### config.mk
export PLATFORM = sky130hd
export DESIGN_NAME = tzp_timer
export DESIGN_NICKNAME = d
export VERILOG_FILES = /design/src/core/tzp_phase_gen.v /design/src/core/tzp_prescaler.v /design/src/core/tzp_timer.v
export VERILOG_INCLUDE_DIRS = /design/src /design/src/core
export SDC_FILE = /design/constraint.sdc
export NUM_CORES = 1
export LEC_CHECK = 0
export BUFFER_PORTS_ARGS = -buffer_cell sky130_fd_sc_hd__buf_2
export CAP_MARGIN = 20
export CORE_MARGIN = 2
export CORE_UTILIZATION = 30
export CTS_CLUSTER_DIAMETER = 200
export DETAILED_ROUTE_END_ITERATION = 12
export HOLD_SLACK_MARGIN = 0.03
export PLACE_DENSITY_LB_ADDON = 0.08
export SLEW_MARGIN = 40
export SYNTH_ARGS = -nofsm -noshare
export SYNTH_HDL_FRONTEND = slang
export SYNTH_SLANG_ARGS = --single-unit
### constraint.sdc
create_clock -name clk_sys -period 7.8 [get_ports clk_sys]
set_clock_uncertainty 0.05 [all_clocks]
set_input_delay 0.78 -clock clk_sys [delete_from_list [all_inputs] [get_ports clk_sys]]
set_output_delay 0.78 -clock clk_sys [all_outputs]
set_load 0.005 [all_outputs]
### src/core/tzp_defines.vh
// Register offsets, field positions, reset values and timing counts for the timer block
`ifndef TZP_DEFINES_VH
`define TZP_DEFINES_VH

// ****************************************************************
// Register map (byte addresses on the AXI4-Lite bus)
// ****************************************************************
`define TZP_ADDR_COUNT_REGISTER   8'h00
`define TZP_ADDR_OPTION_CONTROL   8'h04
`define TZP_ADDR_WATCHDOG_CMD     8'h08
`define TZP_ADDR_STATUS           8'h0C

// ****************************************************************
// Field positions of count_option_control and the watchdog command clear bit
// ****************************************************************
`define TZP_BIT_SOURCE_SELECT     5
`define TZP_BIT_EDGE_SELECT       4
`define TZP_BIT_OWNER_SELECT      3
`define TZP_RATIO_HI              2
`define TZP_RATIO_LO              0
`define TZP_BIT_WDT_CLEAR         0

// ****************************************************************
// Reset values
// ****************************************************************
`define TZP_OPTION_RESET          8'hFF
`define TZP_COUNT_RESET           8'h00

// ****************************************************************
// Timing: phase clock generation, four system clocks per cycle
// ****************************************************************
`define TZP_PHASES_PER_CYCLE      2'h3
`define TZP_PHASE_TWO             2'h1
`define TZP_PHASE_FOUR            2'h3

// AXI response codes
`define TZP_RESP_OKAY             2'h0
`define TZP_RESP_SLVERR           2'h2

`endif

### src/core/tzp_phase_gen.v
// Four-phase instruction cycle generator for the timer block
`timescale 1ns/1ps

module tzp_phase_gen
(
    clk_sys,
    rstn,
    phase_two,
    phase_four,
    instruction_cycle_clock
);
`include "tzp_defines.vh"
    input  wire       clk_sys;
    input  wire       rstn;
    output reg        phase_two;
    output reg        phase_four;
    output reg        instruction_cycle_clock;

    reg [1:0] phase_reg;

    // ****************************************************************
    // Phase counter: each system clock is one internal phase
    // ****************************************************************
    always @(posedge clk_sys or negedge rstn)
    begin
        if (!rstn)
        begin
            phase_reg               <= 2'h0;
            phase_two               <= 1'b0;
            phase_four              <= 1'b0;
            instruction_cycle_clock <= 1'b0;
        end
        else
        begin
            phase_reg               <= phase_reg + 2'h1;
            // Strobes mark the phase about to start
            phase_two               <= (phase_reg == (`TZP_PHASE_TWO - 2'h1));
            phase_four              <= (phase_reg == (`TZP_PHASE_FOUR - 2'h1));
            // One pulse per cycle, aligned with the fourth phase
            instruction_cycle_clock <= (phase_reg == (`TZP_PHASE_FOUR - 2'h1));
        end
    end

endmodule // tzp_phase_gen

### src/core/tzp_prescaler.v
// Shared 8-bit prescaler with ratio decode and bypass
`timescale 1ns/1ps

module tzp_prescaler
(
    clk_sys,
    rstn,
    clock_in,
    clear,
    bypass,
    ratio_sel,
    owner_wdt,
    clock_out
);
`include "tzp_defines.vh"
    input  wire       clk_sys;
    input  wire       rstn;
    input  wire       clock_in;
    input  wire       clear;
    input  wire       bypass;
    input  wire [2:0] ratio_sel;
    input  wire       owner_wdt;
    output wire       clock_out;

    reg  [7:0] count_reg;
    wire [3:0] tap;

    // Output tap: 2^(n+1) for the counter, 2^n for the watchdog
    function [3:0] tap_of;
        input [2:0] n;
        input       wdt;
        begin
            tap_of = wdt ? {1'b0, n} : ({1'b0, n} + 4'h1);
        end
    endfunction

    assign tap = tap_of(ratio_sel, owner_wdt);

    // ****************************************************************
    // Ripple-style counter, cleared by writes or watchdog clear
    // ****************************************************************
    always @(posedge clk_sys or negedge rstn)
    begin
        if (!rstn)
            count_reg <= 8'h00;
        else if (clear)
            count_reg <= 8'h00;
        else if (clock_in && !bypass)
            count_reg <= count_reg + 8'h01;
    end

    // Divided pulse: one input event in 2^tap completes a full wrap of the low bits
    wire [8:0] wrap_mask = (9'h001 << tap) - 9'h001;
    wire       wrap_hit  = ((count_reg & wrap_mask[7:0]) == wrap_mask[7:0]);

    assign clock_out = bypass ? clock_in : (clock_in && wrap_hit);

endmodule // tzp_prescaler

### src/core/tzp_timer.v
// Timer zero with shared prescaler, AXI4-Lite register slave
//
// Decided for this implementation: register access over AXI4-Lite and the address map.
`timescale 1ns/1ps

module tzp_timer
(
    clk_sys,
    rstn,
    ext_count_pin,
    s_axi_awaddr,
    s_axi_awvalid,
    s_axi_awready,
    s_axi_wdata,
    s_axi_wstrb,
    s_axi_wvalid,
    s_axi_wready,
    s_axi_bresp,
    s_axi_bvalid,
    s_axi_bready,
    s_axi_araddr,
    s_axi_arvalid,
    s_axi_arready,
    s_axi_rdata,
    s_axi_rresp,
    s_axi_rvalid,
    s_axi_rready,
    wdt_tick,
    wdt_clear,
    count_value
);
`include "tzp_defines.vh"
    input  wire        clk_sys;
    input  wire        rstn;
    input  wire        ext_count_pin;
    input  wire [7:0]  s_axi_awaddr;
    input  wire        s_axi_awvalid;
    output reg         s_axi_awready;
    input  wire [31:0] s_axi_wdata;
    input  wire [3:0]  s_axi_wstrb;
    input  wire        s_axi_wvalid;
    output reg         s_axi_wready;
    output reg  [1:0]  s_axi_bresp;
    output reg         s_axi_bvalid;
    input  wire        s_axi_bready;
    input  wire [7:0]  s_axi_araddr;
    input  wire        s_axi_arvalid;
    output reg         s_axi_arready;
    output reg  [31:0] s_axi_rdata;
    output reg  [1:0]  s_axi_rresp;
    output reg         s_axi_rvalid;
    input  wire        s_axi_rready;
    output reg         wdt_tick;
    output reg         wdt_clear;
    output reg  [7:0]  count_value;

    // ****************************************************************
    // Internal state
    // ****************************************************************
    reg  [7:0]  option_reg;
    reg  [7:0]  count_reg;
    reg  [7:0]  aw_addr_reg;
    reg  [31:0] w_data_reg;
    reg  [3:0]  w_strb_reg;
    reg         aw_full_reg;
    reg         w_full_reg;
    reg         pin_sync_reg;
    reg         pin_q2_reg;
    reg         pin_q4_reg;
    reg         pin_prev_reg;

    wire        phase_two;
    wire        phase_four;
    wire        instruction_cycle_clock;
    wire        presc_out;

    wire        count_source_select    = option_reg[`TZP_BIT_SOURCE_SELECT];
    wire        count_edge_select      = option_reg[`TZP_BIT_EDGE_SELECT];
    wire        prescaler_owner_select = option_reg[`TZP_BIT_OWNER_SELECT];
    wire [2:0]  prescale_ratio_select  = option_reg[`TZP_RATIO_HI:`TZP_RATIO_LO];

    // Map a byte address to a hit on one of the defined words
    function addr_is;
        input [7:0] addr;
        input [7:0] target;
        begin
            addr_is = ({addr[7:2], 2'b00} == target);
        end
    endfunction

    // Merge write data into an 8-bit register using lane 0 strobe
    function [7:0] merge8;
        input [7:0]  old_val;
        input [31:0] data;
        input [3:0]  strb;
        begin
            merge8 = strb[0] ? data[7:0] : old_val;
        end
    endfunction

    // ****************************************************************
    // Phase clocks
    // ****************************************************************
    tzp_phase_gen u_phase
    (
        .clk_sys                 (clk_sys),
        .rstn                    (rstn),
        .phase_two               (phase_two),
        .phase_four              (phase_four),
        .instruction_cycle_clock (instruction_cycle_clock)
    );

    // ****************************************************************
    // External pin: edge selected, then through prescaler when the counter owns it, then sampled
    // ****************************************************************
    // Pin taken synchronous; edge detect on the registered copy
    always @(posedge clk_sys or negedge rstn)
    begin
        if (!rstn)
        begin
            pin_sync_reg <= 1'b0;
            pin_prev_reg <= 1'b0;
        end
        else
        begin
            pin_sync_reg <= ext_count_pin;
            pin_prev_reg <= pin_sync_reg;
        end
    end

    // Falling edge when edge bit is 1, rising otherwise
    wire pin_edge = count_edge_select ? (pin_prev_reg && !pin_sync_reg)
                                      : (!pin_prev_reg && pin_sync_reg);

    // Source mux: external edges or instruction cycle clock
    wire source_event = count_source_select ? pin_edge : instruction_cycle_clock;

    // Prescaler clears: counter writes when counter owns it, watchdog clear otherwise
    wire cnt_wr;
    wire wdt_cmd_wr;
    wire presc_clear = (cnt_wr && !prescaler_owner_select)
                     || (wdt_cmd_wr && prescaler_owner_select);

    // Shared prescaler; the prescaler feeds whichever unit owns it
    wire presc_in = prescaler_owner_select ? instruction_cycle_clock : source_event;

    // Count has no bus path, only clear, ratio and owner select reach it
    tzp_prescaler u_presc
    (
        .clk_sys   (clk_sys),
        .rstn      (rstn),
        .clock_in  (presc_in),
        .clear     (presc_clear),
        .bypass    (1'b0),
        .ratio_sel (prescale_ratio_select),
        .owner_wdt (prescaler_owner_select),
        .clock_out (presc_out)
    );

    // Counter unprescaled when watchdog owns prescaler: raw event passes
    wire cnt_pulse_raw = prescaler_owner_select ? source_event : presc_out;

    // Hold an event until the phase two sample takes it, wherever in the cycle it lands
    reg pend_reg;
    always @(posedge clk_sys or negedge rstn)
    begin
        if (!rstn)
            pend_reg <= 1'b0;
        else if (phase_two)
            pend_reg <= 1'b0;
        else if (cnt_pulse_raw)
            pend_reg <= 1'b1;
    end

    // Two-stage sample on phase two then phase four
    always @(posedge clk_sys or negedge rstn)
    begin
        if (!rstn)
        begin
            pin_q2_reg <= 1'b0;
            pin_q4_reg <= 1'b0;
        end
        else
        begin
            if (phase_two)
                pin_q2_reg <= pend_reg || cnt_pulse_raw;
            if (phase_four)
                pin_q4_reg <= pin_q2_reg;
            else
                pin_q4_reg <= 1'b0;
        end
    end

    wire cnt_inc = pin_q4_reg;

    // Watchdog tick: prescaled when it owns the prescaler, raw cycle clock otherwise
    wire wdt_tick_next = prescaler_owner_select ? presc_out : instruction_cycle_clock;

    // ****************************************************************
    // AXI4-Lite write channel: address and data accepted in any order
    // ****************************************************************
    wire wr_go = aw_full_reg && w_full_reg && !s_axi_bvalid;
    assign cnt_wr     = wr_go && addr_is(aw_addr_reg, `TZP_ADDR_COUNT_REGISTER) && w_strb_reg[0];
    assign wdt_cmd_wr = wr_go && addr_is(aw_addr_reg, `TZP_ADDR_WATCHDOG_CMD) && w_strb_reg[0]
                        && w_data_reg[`TZP_BIT_WDT_CLEAR];
    wire opt_wr = wr_go && addr_is(aw_addr_reg, `TZP_ADDR_OPTION_CONTROL);
    wire wr_ok  = addr_is(aw_addr_reg, `TZP_ADDR_COUNT_REGISTER)
               || addr_is(aw_addr_reg, `TZP_ADDR_OPTION_CONTROL)
               || addr_is(aw_addr_reg, `TZP_ADDR_WATCHDOG_CMD)
               || addr_is(aw_addr_reg, `TZP_ADDR_STATUS);

    always @(posedge clk_sys or negedge rstn)
    begin
        if (!rstn)
        begin
            s_axi_awready <= 1'b0;
            s_axi_wready  <= 1'b0;
            s_axi_bvalid  <= 1'b0;
            s_axi_bresp   <= `TZP_RESP_OKAY;
            aw_full_reg   <= 1'b0;
            w_full_reg    <= 1'b0;
            aw_addr_reg   <= 8'h00;
            w_data_reg    <= 32'h0000_0000;
            w_strb_reg    <= 4'h0;
        end
        else
        begin
            s_axi_awready <= !aw_full_reg && !s_axi_awready && s_axi_awvalid;
            s_axi_wready  <= !w_full_reg && !s_axi_wready && s_axi_wvalid;
            if (s_axi_awvalid && s_axi_awready)
            begin
                aw_full_reg <= 1'b1;
                aw_addr_reg <= s_axi_awaddr;
            end
            if (s_axi_wvalid && s_axi_wready)
            begin
                w_full_reg <= 1'b1;
                w_data_reg <= s_axi_wdata;
                w_strb_reg <= s_axi_wstrb;
            end
            if (wr_go)
            begin
                s_axi_bvalid <= 1'b1;
                s_axi_bresp  <= wr_ok ? `TZP_RESP_OKAY : `TZP_RESP_SLVERR;
            end
            else if (s_axi_bvalid && s_axi_bready)
            begin
                s_axi_bvalid <= 1'b0;
                aw_full_reg  <= 1'b0;
                w_full_reg   <= 1'b0;
            end
        end
    end

    // ****************************************************************
    // Control and counter registers
    // ****************************************************************
    // Counter write takes priority over an increment in the same cycle
    always @(posedge clk_sys or negedge rstn)
    begin
        if (!rstn)
        begin
            option_reg <= `TZP_OPTION_RESET;
            count_reg  <= `TZP_COUNT_RESET;
        end
        else
        begin
            if (opt_wr)
                option_reg <= merge8(option_reg, w_data_reg, w_strb_reg);
            if (cnt_wr)
                count_reg  <= w_data_reg[7:0];  // Ownership untouched here
            else if (cnt_inc)
                count_reg  <= count_reg + 8'h01; // Wraps FF to 00
        end
    end

    // Outputs straight from flip-flops
    always @(posedge clk_sys or negedge rstn)
    begin
        if (!rstn)
        begin
            wdt_tick    <= 1'b0;
            wdt_clear   <= 1'b0;
            count_value <= 8'h00;
        end
        else
        begin
            wdt_tick    <= wdt_tick_next;
            wdt_clear   <= wdt_cmd_wr;
            count_value <= count_reg;
        end
    end

    // ****************************************************************
    // AXI4-Lite read channel: one read at a time, answer in two cycles
    // ****************************************************************
    always @(posedge clk_sys or negedge rstn)
    begin
        if (!rstn)
        begin
            s_axi_arready <= 1'b0;
            s_axi_rvalid  <= 1'b0;
            s_axi_rdata   <= 32'h0000_0000;
            s_axi_rresp   <= `TZP_RESP_OKAY;
        end
        else
        begin
            s_axi_arready <= !s_axi_arready && !s_axi_rvalid && s_axi_arvalid;
            if (s_axi_arvalid && s_axi_arready)
            begin
                s_axi_rvalid <= 1'b1;
                s_axi_rresp  <= `TZP_RESP_OKAY;
                if (addr_is(s_axi_araddr, `TZP_ADDR_COUNT_REGISTER))
                    s_axi_rdata <= {24'h000000, count_reg};
                else if (addr_is(s_axi_araddr, `TZP_ADDR_OPTION_CONTROL))
                    s_axi_rdata <= {24'h000000, option_reg};
                else if (addr_is(s_axi_araddr, `TZP_ADDR_WATCHDOG_CMD))
                    s_axi_rdata <= 32'h0000_0000;
                else if (addr_is(s_axi_araddr, `TZP_ADDR_STATUS))
                    s_axi_rdata <= {30'h0000_0000, pin_sync_reg, prescaler_owner_select};
                else
                begin
                    s_axi_rdata <= 32'h0000_0000;
                    s_axi_rresp <= `TZP_RESP_SLVERR;
                end
            end
            else if (s_axi_rvalid && s_axi_rready)
                s_axi_rvalid <= 1'b0;
        end
    end

endmodule // tzp_timer

==> After elaboration in Yosys (flattened, before gate mapping) <==
Cells that the tools add are included.
{ "totals": {"register_bits": 103, "inputBits": 60, "output_inout_bits": 51, "word_cells": 122} }
{ "classes": {"add_sub_neg": 5, "eq_ne": 8, "n_shift": 1, "muxes": 32, "n_bitwise": 1, "reduce_logical": 48} }
{ "ops": {"columns": ["operator", "n"], "rows": [
  ["8-bit two-way mux", 6],
  ["6-bit by 2-bit == test with 1-bit output, second input constant", 4],
  ["1-bit logical AND", 24],
  ["1-bit two-way mux", 18],
  ["8-bit by 1-bit adder with 8-bit output, second input constant", 2],
  ["2-bit two-way mux", 7],
  ["6-bit by 1-bit == test with 1-bit output, second input constant", 2],
  ["6-bit logical NOT", 2],
  ["1-bit logical NOT", 10],
  ["2-bit nonzero test", 5],
  ["8-bit bitwise AND", 1],
  ["8-bit == test", 1],
  ["1-bit by 4-bit left shift with 8-bit output, first input constant", 1],
  ["8-bit by 1-bit subtractor with 8-bit output, second input constant", 1],
  ["1-bit logical OR", 5],
  ["3-bit by 1-bit adder with 4-bit output, second input constant", 1],
  ["4-bit two-way mux", 1],
  ["2-bit by 1-bit adder with 2-bit output, second input constant", 1],
  ["2-bit == test, second input constant", 1],
  ["2-bit logical NOT", 1],
  ["2-bit AND reduction", 1]
]} }

==> Logic depth before layout (Yosys ltp) <==
Gate-level depths: netlist of the first run.
{ "depth": {"ltp_word": 10, "depth_mapped": 11, "depth_no_buf": 11} }

==> Modules after synthesis <==
Synthesis of the first run repeated with hierarchy kept, for this count alone.
{ "hier_totals": {"cells_unflattened": 322, "hier_area_um2": 3594.7} }
{ "by_module_without_submodules": {"columns": ["module", "instances", "cells_per_inst", "area_each_um2", "seq_area_each_um2"], "rows": [
  ["tzp_timer", 1, 225, 2711.4, 1586.5],
  ["tzp_prescaler", 1, 88, 743.2, 200.2],
  ["tzp_phase_gen", 1, 9, 140.1, 100.1]
]} }

==> Worst setup path before layout of the first run <==
No wires, ideal clock.
{ "synth_path": {"kind": "register to register", "startpoint": "register option_reg[0]", "endpoint": "register pin_q2_reg", "setup_time_ns": 0.132, "t_arrival_ns": 2.554, "t_required_ns": 7.618, "slack_ns": 5.064, "path_stages_with_launch": 12, "n_path_buf": 0, "synth_period_minus_slack_ns": 2.736, "cell_sequence": "dfstp_2 ha_1 or2_2 a2111oi_0 a21oi_1 ha_1 inv_1 a311o_1 a2111oi_2 a311o_2 a41oi_2 o22ai_1"} }
{ "synth_between": {"elab_chain_cells": 9} }
{ "synth_rtl": {"columns": ["item", "line_no", "rtl"], "rows": [
  ["start, declared", "tzp_timer.v:60", "reg [7:0] option_reg;"],
  ["start signal, assigned", "tzp_timer.v:263", "option_reg <= `TZP_OPTION_RESET;"],
  ["start signal, assigned", "tzp_timer.v:269", "option_reg <= merge8(option_reg, w_data_reg, w_strb_reg);"],
  ["3-bit by 1-bit adder with 4-bit output", "tzp_prescaler.v:33", "tap_of = wdt ? {1'b0, n} : ({1'b0, n} + 4'h1);"],
  ["4-bit two-way mux *", "tzp_prescaler.v:33", null],
  ["1-bit by 4-bit left shift with 8-bit output *", "tzp_prescaler.v:53", "wire [8:0] wrap_mask = (9'h001 << tap) - 9'h001;"],
  ["8-bit by 1-bit subtractor with 8-bit output *", "tzp_prescaler.v:53", null],
  ["8-bit bitwise AND", "tzp_prescaler.v:54", "wire wrap_hit = ((count_reg & wrap_mask[7:0]) == wrap_mask[7:0]);"],
  ["8-bit == test *", "tzp_prescaler.v:54", null],
  ["1-bit logical AND *", "tzp_prescaler.v:56", "assign clock_out = bypass ? clock_in : (clock_in && wrap_hit);"],
  ["1-bit two-way mux *", "tzp_timer.v:161", "wire cnt_pulse_raw = prescaler_owner_select ? source_event : presc_out;"],
  ["1-bit logical OR *", "tzp_timer.v:186", "pin_q2_reg <= pend_reg || cnt_pulse_raw;"],
  ["end signal, assigned", "tzp_timer.v:186", null],
  ["end, declared", "tzp_timer.v:68", "reg pin_q2_reg;"]
]} }
Mark *: on every way between the ends. The rest lies on a longest branch, timed or not.
A chain may end at the register's enable or synchronous reset.

==> Worst setup path after layout of the first run <==
Same ends and word-level chain as after synthesis.

==> impl_results.md, run 1 <==
- Outcome: complete, no violations
- CTS tree: yes
- Tcrit/Tclk final: 41.9%
- FMAX: ~0.31 GHz
- Largest net degree at the start of global routing: 76
- Reg2reg end: pin_q2_reg
- H-tree depth: 3
- GRT Resource Usage Total: 12.5%
- Hold buffer count at cts: 0
- Postcts setup bufs: 0
- Flop pwr share: 45.7%
- Root Buffer: clkbuf_16
- CP startpoint kind: flip-flop
- Worst-skew pair later-pin latency: 0.34 ns
- Switch Pwr: 0.446 mW
- Initial antenna violation count: 0
- CP Capture Point: pin_q2_reg
- Vias per cell: 4.67
- DP HPWL: 5.22 mm
- Area delta synth->final: 17.1%
- Count of cell types in the netlist: 51
- Worst relative slew slack: between 40% and 50%
- Combinational fraction of design power: 24.5%
- Fraction of registers with async set/reset: 100%
- Cells after synthesis: 324
- Layout fillers: 1208
- Placed Cells: 515
- N_diodes: 0
- Ys Warns: 0
- # setup viols final: 0
- DR iter-0 viols: around 90
- DRT Pass-1 Iters: 4
- Residual DRC: 0
- First-pass GRT wire length: approximately 12 mm
- Worst Setup End Kind: flip-flop
- Worst Hold Class: reg -> reg
- Internal: 0.941 mW
- Critical Path AT: 3.43 ns
- Tot Pwr: 1.39 mW
- Detail Route Antenna Nets: 0
- Net count of the finished layout: 445
- Maxcap violations: 0
- Post-synth EDFFs: 0
- Total Die Area: between 10000 and 15000 µm²
- Synth area leaders: dfrtp_1, mux2_2, dfstp_2
- Worst-path clk slew: 0.06 ns
- CTS Buf Count: 9
- Wirelength per Cell: 14.0 µm
- Leakage: 1.93 nW
- GRT overflow: 0
- Worst IR Drop VDD: 0.154 mV
- Sequential-to-total area share from yosys stat: 52.4%
- Max Slew Vio Count: 0
- Share of cells above drive strength 1: 29.9%
- Power Dens Cells: 329 nW/µm²
- DR vias: 2480
- Worst R2R Path Depth: 11
- Top post-synthesis cells by count: dfrtp_1, nor2_1, buf_4, mux2_2, nand2_1
- Vias in the first global route: 2365
- Net Sw Frac: 32.2%
- Largest area contributor in the netlist: dfrtp_1
- WHS: 0.375 ns
- PostCTS Resize Cnt: 0
- Row count: 40
- Starting Density: 30.4%
- WS Path Type: reg -> reg
- Max Root-Sink Buffers: 2
- Avg Cell Area, Syn: 11.1 µm²
- Hold Vio Cnt, Final: 0
- CTS Sinks: 75
- Routed WL: 7.46 mm
- Synth top area share: 46.6%
- Clk pwr share: roughly 30%
- R2r setup slk: 4.53 ns
- Fin Setup TNS: 0 ns
- Post-synth top flop: dfrtp_1
- RR Startpoint: option_reg[0]
- RSZ-0062 raised after global routing: no
- Placer Congestion: 0.782
- IO Count: 111
- Worst setup path start: option_reg[0]
- CP max FO: 19
- Placeable Area: 11900 µm²
- PortBufs: 53
- Critical Path RT: around 8 ns
- Netlist Area Pre-Place: 3600 µm²
- Post-layout min period: approximately 3.3 ns
- Die height: roughly 110 µm
- Final cell count without fillers: 531
- Worst-margin pin slew: 0.755 ns
- Most common cell in the netlist: dfrtp_1
- Die Wd: roughly 110 µm
- Register bit count reported by yosys: 75
## critical path: stages, from the launching register on
cell       delay (ns)
dfstp_2          0.73
ha_1             0.32
nand2_1          0.16
a2111oi_0        0.44
a21oi_1          0.08
ha_1             0.27
inv_1            0.08
a311o_1          0.17
a2111oi_2        0.09
a311o_2          0.38
a41oi_2          0.24
o22ai_1          0.12
## cell type report
| type | count | area (µm²) | share of cell area [%] |
|---|---|---|---|
| flip-flops and latches | 75 | 1890 | 44.8 |
| multi-input cells | 233 | 1550 | 36.8 |
| repair buffers | 53 | 272 | 6.44 |
| clock buffers | 11 | 243 | 5.76 |
| well taps | 147 | 184 | 4.36 |
| clock inverters | 5 | 52.6 | 1.25 |
| inverters | 7 | 26.3 | 0.623 |
## power groups by stage
| stage | clock network, mW | registers (mW) | logic [mW] |
|---|---|---|---|
| floorplan | 0 | 0.591 | 0.282 |
| global route | 0.445 | 0.657 | 0.389 |
| CTS | 0.429 | 0.637 | 0.346 |
| finish | 0.412 | 0.635 | 0.340 |
| global placement | 0 | 0.641 | 0.341 |
| detailed placement | 0 | 0.642 | 0.344 |
## how the worst min path moves through the flow
| stage | from | end | slack (ns) | cells after the start |
|---|---|---|---|---|
| detailed placement | count_reg[7] | count_value[7] | 0.37 | 0 |
| global placement | count_reg[7] | count_value[7] | 0.35 | 0 |
| finish | count_reg[7] | count_value[7] | 0.38 | 0 |
| CTS | count_reg[7] | count_value[7] | 0.38 | 0 |
| floorplan | pin_sync_reg | pin_prev_reg | 0.33 | 0 |
| global route | count_reg[7] | count_value[7] | 0.39 | 0 |
## layer usage
metal  vias up  track usage [%]  part of all wire (%)
met5         -                0                     0
met4         0             5.69                   1.9
li1       1203                -                     -
met1      1201             17.0                    48
met3        10             4.30                   5.7
met2        66             18.2                    45
## placed cells by master, fill, tap and decap left out, types with 2 or more instances in the layout
master,n
xnor2_1,7
mux2_2,26
a22oi_1,2
a31oi_1,4
clkbuf_16,9
dfstp_2,8
ha_1,6
nand2_1,22
a211oi_1,3
nand4b_1,2
and2_1,2
nor2_1,30
nor2b_1,5
dfrtp_1,67
and3_1,2
nor3_1,3
nand3_1,4
mux2i_1,11
clkinv_2,3
nand4_1,4
conb_1,26
xor2_1,7
nand2b_1,3
o21ai_0,15
a21oi_1,19
inv_1,7
buf_2,52
or2_2,4
nor3b_1,4
## kinds of logic (layout without fill, tap and decap cells)
| family | count (synthesis) | in the layout | synth area share, % |
|---|---|---|---|
| compound gates | 57 | 57 | 10.5 |
| xor+xnor | 14 | 14 | 3.41 |
| fa+ha+maj | 6 | 6 | 2.08 |
| buf+inv | 41 | 76 | 7.12 |
| flops | 75 | 75 | 52.4 |
| mux | 37 | 37 | 11.2 |
| other cells | 1 | 26 | 0.104 |
| simple gates | 93 | 93 | 13.2 |
## stage by stage
step / utilization, % / worst slack [ns] / cell area, µm²
2_1_floorplan: - / 5.06 / 3690
5_1_grt: 35.5 / 4.20 / 4220
6_report: 35.5 / 4.53 / 4220
3_5_place_dp: 33.0 / 4.53 / 3920
3_3_place_gp: 33.0 / 4.47 / 3920
4_1_cts: 35.5 / 4.52 / 4220
No activity file was read; power rests on OpenSTA's default activity.
==> inputs of run 2 (changes only) <==
==> constraint.sdc (replaced) <==
create_clock -name clk_sys -period 2.75 [get_ports clk_sys]
set_clock_uncertainty 0.05 [all_clocks]
set_input_delay 0.275 -clock clk_sys [delete_from_list [all_inputs] [get_ports clk_sys]]
set_output_delay 0.275 -clock clk_sys [all_outputs]
set_load 0.005 [all_outputs]
==> impl_results.md, run 2 (synthesis results as in run 1) <==
- Outcome: complete, no violations
- Residual DRC: 0
- Total Die Area: 12900 µm²
- Root Buffer: clkbuf_16
- Largest net degree at the start of global routing: 76
- Tot Pwr: 4.07 mW
- Routed WL: around 7.7 mm
- First-pass GRT wire length: between 10 and 15 mm
- Crit-path max cell delay: 0.55 ns
- Worst-skew pair later-pin latency: 0.33 ns
- Leakage: 2.02 nW
- CTS tree: yes
- IO Count: 111
- Vias in the first global route: 2474
- PortBufs: 53
- CTS Sinks: 75
- DR vias: 2498
- CTS Buf Count: 9
- CP max FO: 4
- Worst Setup End Kind: flip-flop
- Placed cell area: a little over 4000 µm²
- CP Cell Sequence: ha_4 -> or2_4 -> o21ai_2 -> a31oi_1 -> ha_2 -> inv_1 -> a311o_1 -> buf_4 -> a311o_2 -> a41oi_2 -> o22ai_1
- DP HPWL: around 5.4 mm
- Worst-path clk slew: 0.06 ns
- Critical-path top delay cell: dfstp_2
- Max Slew Vio Count: 0
- Post-layout min period: roughly 2.6 ns
- GRT Resource Usage Total: between 10% and 20%
- Maxcap violations: 0
- Wirelength per Cell: between 10 and 15 µm
- Most frequent cells in the layout: dfrtp_1, buf_2, nor2_1, mux2_2, conb_1
- Detail Route Antenna Nets: 0
- Area delta synth->final: 22.2%
- Reg2reg end: pin_q2_reg
- Power Dens Cells: slightly above 900 nW/µm²
- Worst Hold Path Cells: 2
- Placer Congestion: 0.745
- WHS: approximately 0.087 ns
- Hold Vio Cnt, Final: 0
- Die Wd: 114 µm
- Placeable Area: 11900 µm²
- GRT overflow: 0
- N_diodes: 0
- Row count: 40
- Worst IR Drop VDD: 0.366 mV
- Critical Path AT: 2.78 ns
- Worst hold endpoint: s_axi_rvalid
- RR Startpoint: option_reg[0]
- Max Root-Sink Buffers: 2
- Initial antenna violation count: 0
- Vias per cell: 4.53
- Min-delay src: s_axi_rready
- # setup viols final: 0
- H-tree depth: 3
- DR iter-0 viols: 71
- Worst R2R Path Depth: 11
- Most common cell after layout, fill and taps aside: dfrtp_1
- Final Util: 37.1%
- Share of cells above drive strength 1: 34.4%
- Die height: 114 µm
- Worst-margin pin slew: a little over 0.7 ns
- Tcrit/Tclk final: between 90% and 100%
- Net count of the finished layout: 465
- Critical Path RT: slightly below 3 ns
- Starting Density: 30.4%
- FMAX: 0.381 GHz
- CP startpoint kind: flip-flop
- Design Area, Final: 4400 µm²
- Worst relative slew slack: between 50% and 60%
- R2r setup slk: 0.12 ns
- DRT Pass-1 Iters: 4
- WS Path Type: reg -> reg
- Worst Hold Class: in -> reg
## run 2: final cells by class
| type | instances | area, µm² |
|---|---|---|
| fillers | 1179 | 7460 |
| flip-flops and latches | 75 | 1890 |
| multi-input cells | 233 | 1600 |
| repair buffers | 73 | 427 |
| clock buffers | 12 | 246 |
| well taps | 147 | 184 |
| clock inverters | 4 | 26.3 |
| inverters | 7 | 26.3 |
## run 2: worst max-delay path by stage
stage / start / to
after floorplan: option_reg[0] / pin_q2_reg
after global placement: option_reg[0] / pin_q2_reg
after detailed placement: option_reg[0] / pin_q2_reg
after CTS: option_reg[0] / pin_q2_reg
after global routing: option_reg[0] / pin_q2_reg
final: option_reg[0] / pin_q2_reg
## run 2: power by group
part           switching (mW)  internal, mW
Clock                   0.447         0.634
Combinational           0.565         0.669
Sequential              0.308          1.45
## run 2: metrics by stage
| step | setup slack [ns] | cells | TNS [ns] |
|---|---|---|---|
| 2_1_floorplan | 0.0138 | 349 | 0 |
| 3_3_place_gp | -0.122 | 531 | -0.177 |
| 3_5_place_dp | -0.144 | 531 | -0.218 |
| 4_1_cts | 0.0233 | 550 | 0 |
| 5_1_grt | -0.00110 | 551 | -0.00110 |
| 6_report | 0.125 | 551 | 0 |
## run 2: repair_timing
action	in CTS	in global routing
pin swaps	2	4
gates resized for setup	4	8
hold buffers	2	0
setup buffers	1	1
endpoints found under the setup margin	2	3
hold endpoints to repair	68	0
## run 2: critical path: cells and delay by family (launching register included)
kind,cells,cell delay (ns)
AOI/OAI and AO/OA,6,1.20
adders and majority gates,2,0.37
buffers and inverters,2,0.19
DFF,1,0.55
and+or+nand+nor,1,0.14
## run 2: metal layers
metal  global-route usage, %  share of wire (%)
met4                    5.37                1.9
met2                    18.9                 45
met3                    3.77                5.6
met1                    17.4                 48
met5                       0                  0
==> inputs of run 3 (changes only) <==
--- a/config.mk
+++ b/config.mk
@@ -9,7 +9,7 @@
 export BUFFER_PORTS_ARGS = -buffer_cell sky130_fd_sc_hd__buf_2
 export CAP_MARGIN = 20
 export CORE_MARGIN = 2
-export CORE_UTILIZATION = 30
+export CORE_UTILIZATION = 35
 export CTS_CLUSTER_DIAMETER = 200
 export DETAILED_ROUTE_END_ITERATION = 12
 export HOLD_SLACK_MARGIN = 0.03
@@ -17,4 +17,5 @@
 export SLEW_MARGIN = 40
 export SYNTH_ARGS = -nofsm -noshare
 export SYNTH_HDL_FRONTEND = slang
+export SYNTH_HIERARCHICAL = 1
 export SYNTH_SLANG_ARGS = --single-unit
==> impl_results.md, run 3 <==
- Largest area contributor in the netlist: dfrtp_1
- Placer Congestion: approximately 0.76
- Placed Cells: a little over 500
- Reg2reg end: pin_q2_reg
- Fin Setup TNS: 0 ns
- WHS: roughly 0.065 ns
- Worst-margin pin slew: 0.674 ns
- Routed WL: 7.07 mm
- Max Slew Vio Count: 0
- Post-synth top flop: dfrtp_1
- Wirelength per Cell: 13.3 µm
- PortBufs: 53
- Final setup margin: roughly 0.12 ns
- Die Wd: 105 µm
- Post-layout min period: 2.63 ns
- Synth top area share: 46.6%
- Hold Vio Cnt, Final: 0
- Initial antenna violation count: 0
- IO Count: roughly 110
- Worst relative slew slack: between 50% and 60%
- Worst Hold Class: in -> reg
- Sequential-to-total area share from yosys stat: 52.5%
- Worst hold endpoint: s_axi_rvalid
- DR vias: 2474
- Placed cell area: 3990 µm²
- Fraction of registers with async set/reset: 100%
- Starting Density: 36.4%
- Netlist Area Pre-Place: 3590 µm²
- CP startpoint kind: flip-flop
- Worst R2R Path Depth: 12
- Cells after synthesis: 322
- Final cell count without fillers: 532
- Worst IR Drop VDD: 0.516 mV
- Synth area leaders: dfrtp_1, mux2_2, dfstp_2
- Die height: 105 µm
- GRT Resource Usage Total: 13.5%
- RR Startpoint: option_reg[1]
- WS Path Type: reg -> reg
- Leakage: 1.99 nW
- Row count: 36
- Worst Hold Path Cells: 2
- Min-delay src: s_axi_rready
- CTS tree: yes
- Critical Path AT: 2.84 ns
- Root Buffer: clkbuf_8
- Area delta synth->final: 19.4%
- Design Area, Final: 4290 µm²
- DR iter-0 viols: 77
- Pre-CTS setup slack: -0.0558 ns
- Most common cell after layout, fill and taps aside: dfrtp_1
- Post-synth EDFFs: 0
- R2r setup slk: 0.12 ns
- Vias in the first global route: 2444
- Detail Route Antenna Nets: 0
- Share of cells above drive strength 1: 34.1%
- Residual DRC: 0
- RSZ-0062 raised after global routing: yes
- Ys Warns: 6
- Vias per cell: about 4.7
- FMAX: 0.380 GHz
- CTS Sinks: 75
- First-pass GRT wire length: approximately 12 mm
- Worst Setup End Kind: flip-flop
- Largest net degree at the start of global routing: 76
- GRT overflow: 0
- Total Die Area: 11100 µm²
- Tcrit/Tclk final: 95.6%
- CTS Buf Count: 9
- Worst-skew pair later-pin latency: about 0.34 ns
- N_diodes: 0
- Critical Path RT: 2.96 ns
- Power Dens Cells: ~900 nW/µm²
- Top post-synthesis cells by count: dfrtp_1, nor2_1, buf_4
- DP HPWL: 5.08 mm
- Worst setup path start: option_reg[1]
- Maxcap violations: 0
- Worst-path clk slew: 0.09 ns
- # setup viols final: 0
- Register bit count reported by yosys: 75
- DRT Pass-1 Iters: 4
- Outcome: complete, no violations
- Placeable Area: just under 10000 µm²
- Most common cell in the netlist: dfrtp_1
- Net count of the finished layout: 460
- H-tree depth: 3
- Max Root-Sink Buffers: 2
- CP max FO: 2
- Most frequent cells in the layout: dfrtp_1, buf_2, nor2_1, conb_1, mux2_2
- Count of cell types in the netlist: 52
- Avg Cell Area, Syn: approximately 11 µm²
## run 3: changes by cell type in the layout (fill, tap and decap cells not counted), moves of 4 or more
cell,before,now
buf_4,18,14
clkbuf_16,9,0
clkbuf_8,1,10
nor3_1,2,6
o21ai_0,14,10
## run 3: what timing repair did
item / in CTS / in global routing
cloned: 0 / 0
hold buffers: 2 / 0
hold endpoints to repair: 68 / 0
buffers inserted: 0 / 1
setup endpoints to repair: 2 / 2
gates resized for setup: 2 / 7
pin swaps: 0 / 3
## run 3: layout make-up
cell class              instances  area, µm²
clock buffers                  10        138
clock inverters                 6       95.1
fillers                       971       5570
inverters                       5       18.8
multi-input cells             233       1580
flip-flops and latches         75       1890
well taps                     133        166
repair buffers                 70        408
## run 3: stage by stage
step | total power, mW | utilization [%]
after floorplan | 2.48 | -
after global placement | 2.86 | 40.4
after detailed placement | 2.88 | 40.5
after CTS | 3.89 | 43.1
after global routing | 4.17 | 43.5
final | 3.87 | 43.5
## run 3: where the power goes
group / switching, mW / leakage, nW / internal, mW
Clock: 0.426 / 0.117 / 0.546
Combinational: 0.508 / 0.950 / 0.609
Sequential: 0.316 / 0.918 / 1.46
## run 3: metal layers
layer	vias up	wire [µm]	GRT usage [%]
met2	62	3280	20.7
li1	1207	-	-
met5	-	0	0
met1	1203	3370	18.6
met3	2	390	3.83
met4	0	30	4.00
## run 3: how the worst max path moves through the flow
stage / cells after the start / end
after floorplan: 12 / pin_q2_reg
after global placement: 12 / pin_q2_reg
after detailed placement: 12 / pin_q2_reg
after CTS: 12 / pin_q2_reg
after global routing: 12 / pin_q2_reg
final: 12 / pin_q2_reg
## run 3: cells by family (layout without fill, tap and decap cells)
group,after synthesis,count (layout),share of synthesized area [%]
and+or+nand+nor,100,100,15.0
DFF,75,75,52.5
AOI/OAI and AO/OA,49,49,8.74
buffers and inverters,41,91,7.38
muxes,34,34,10.3
xor gates and xnor gates,16,16,3.90
adders and majority gates,6,6,2.09
other,1,28,0.104
## run 3: worst max-delay path: stages, from the launching register on
cell	delay, ns
dfstp_2	0.56
ha_4	0.20
nor3_1	0.17
and3_1	0.18
a31oi_1	0.05
ha_2	0.32
o21ai_0	0.09
a211oi_2	0.17
o221ai_1	0.15
o31ai_2	0.23
nor2b_2	0.19
nor3_2	0.05
a21oi_1	0.14
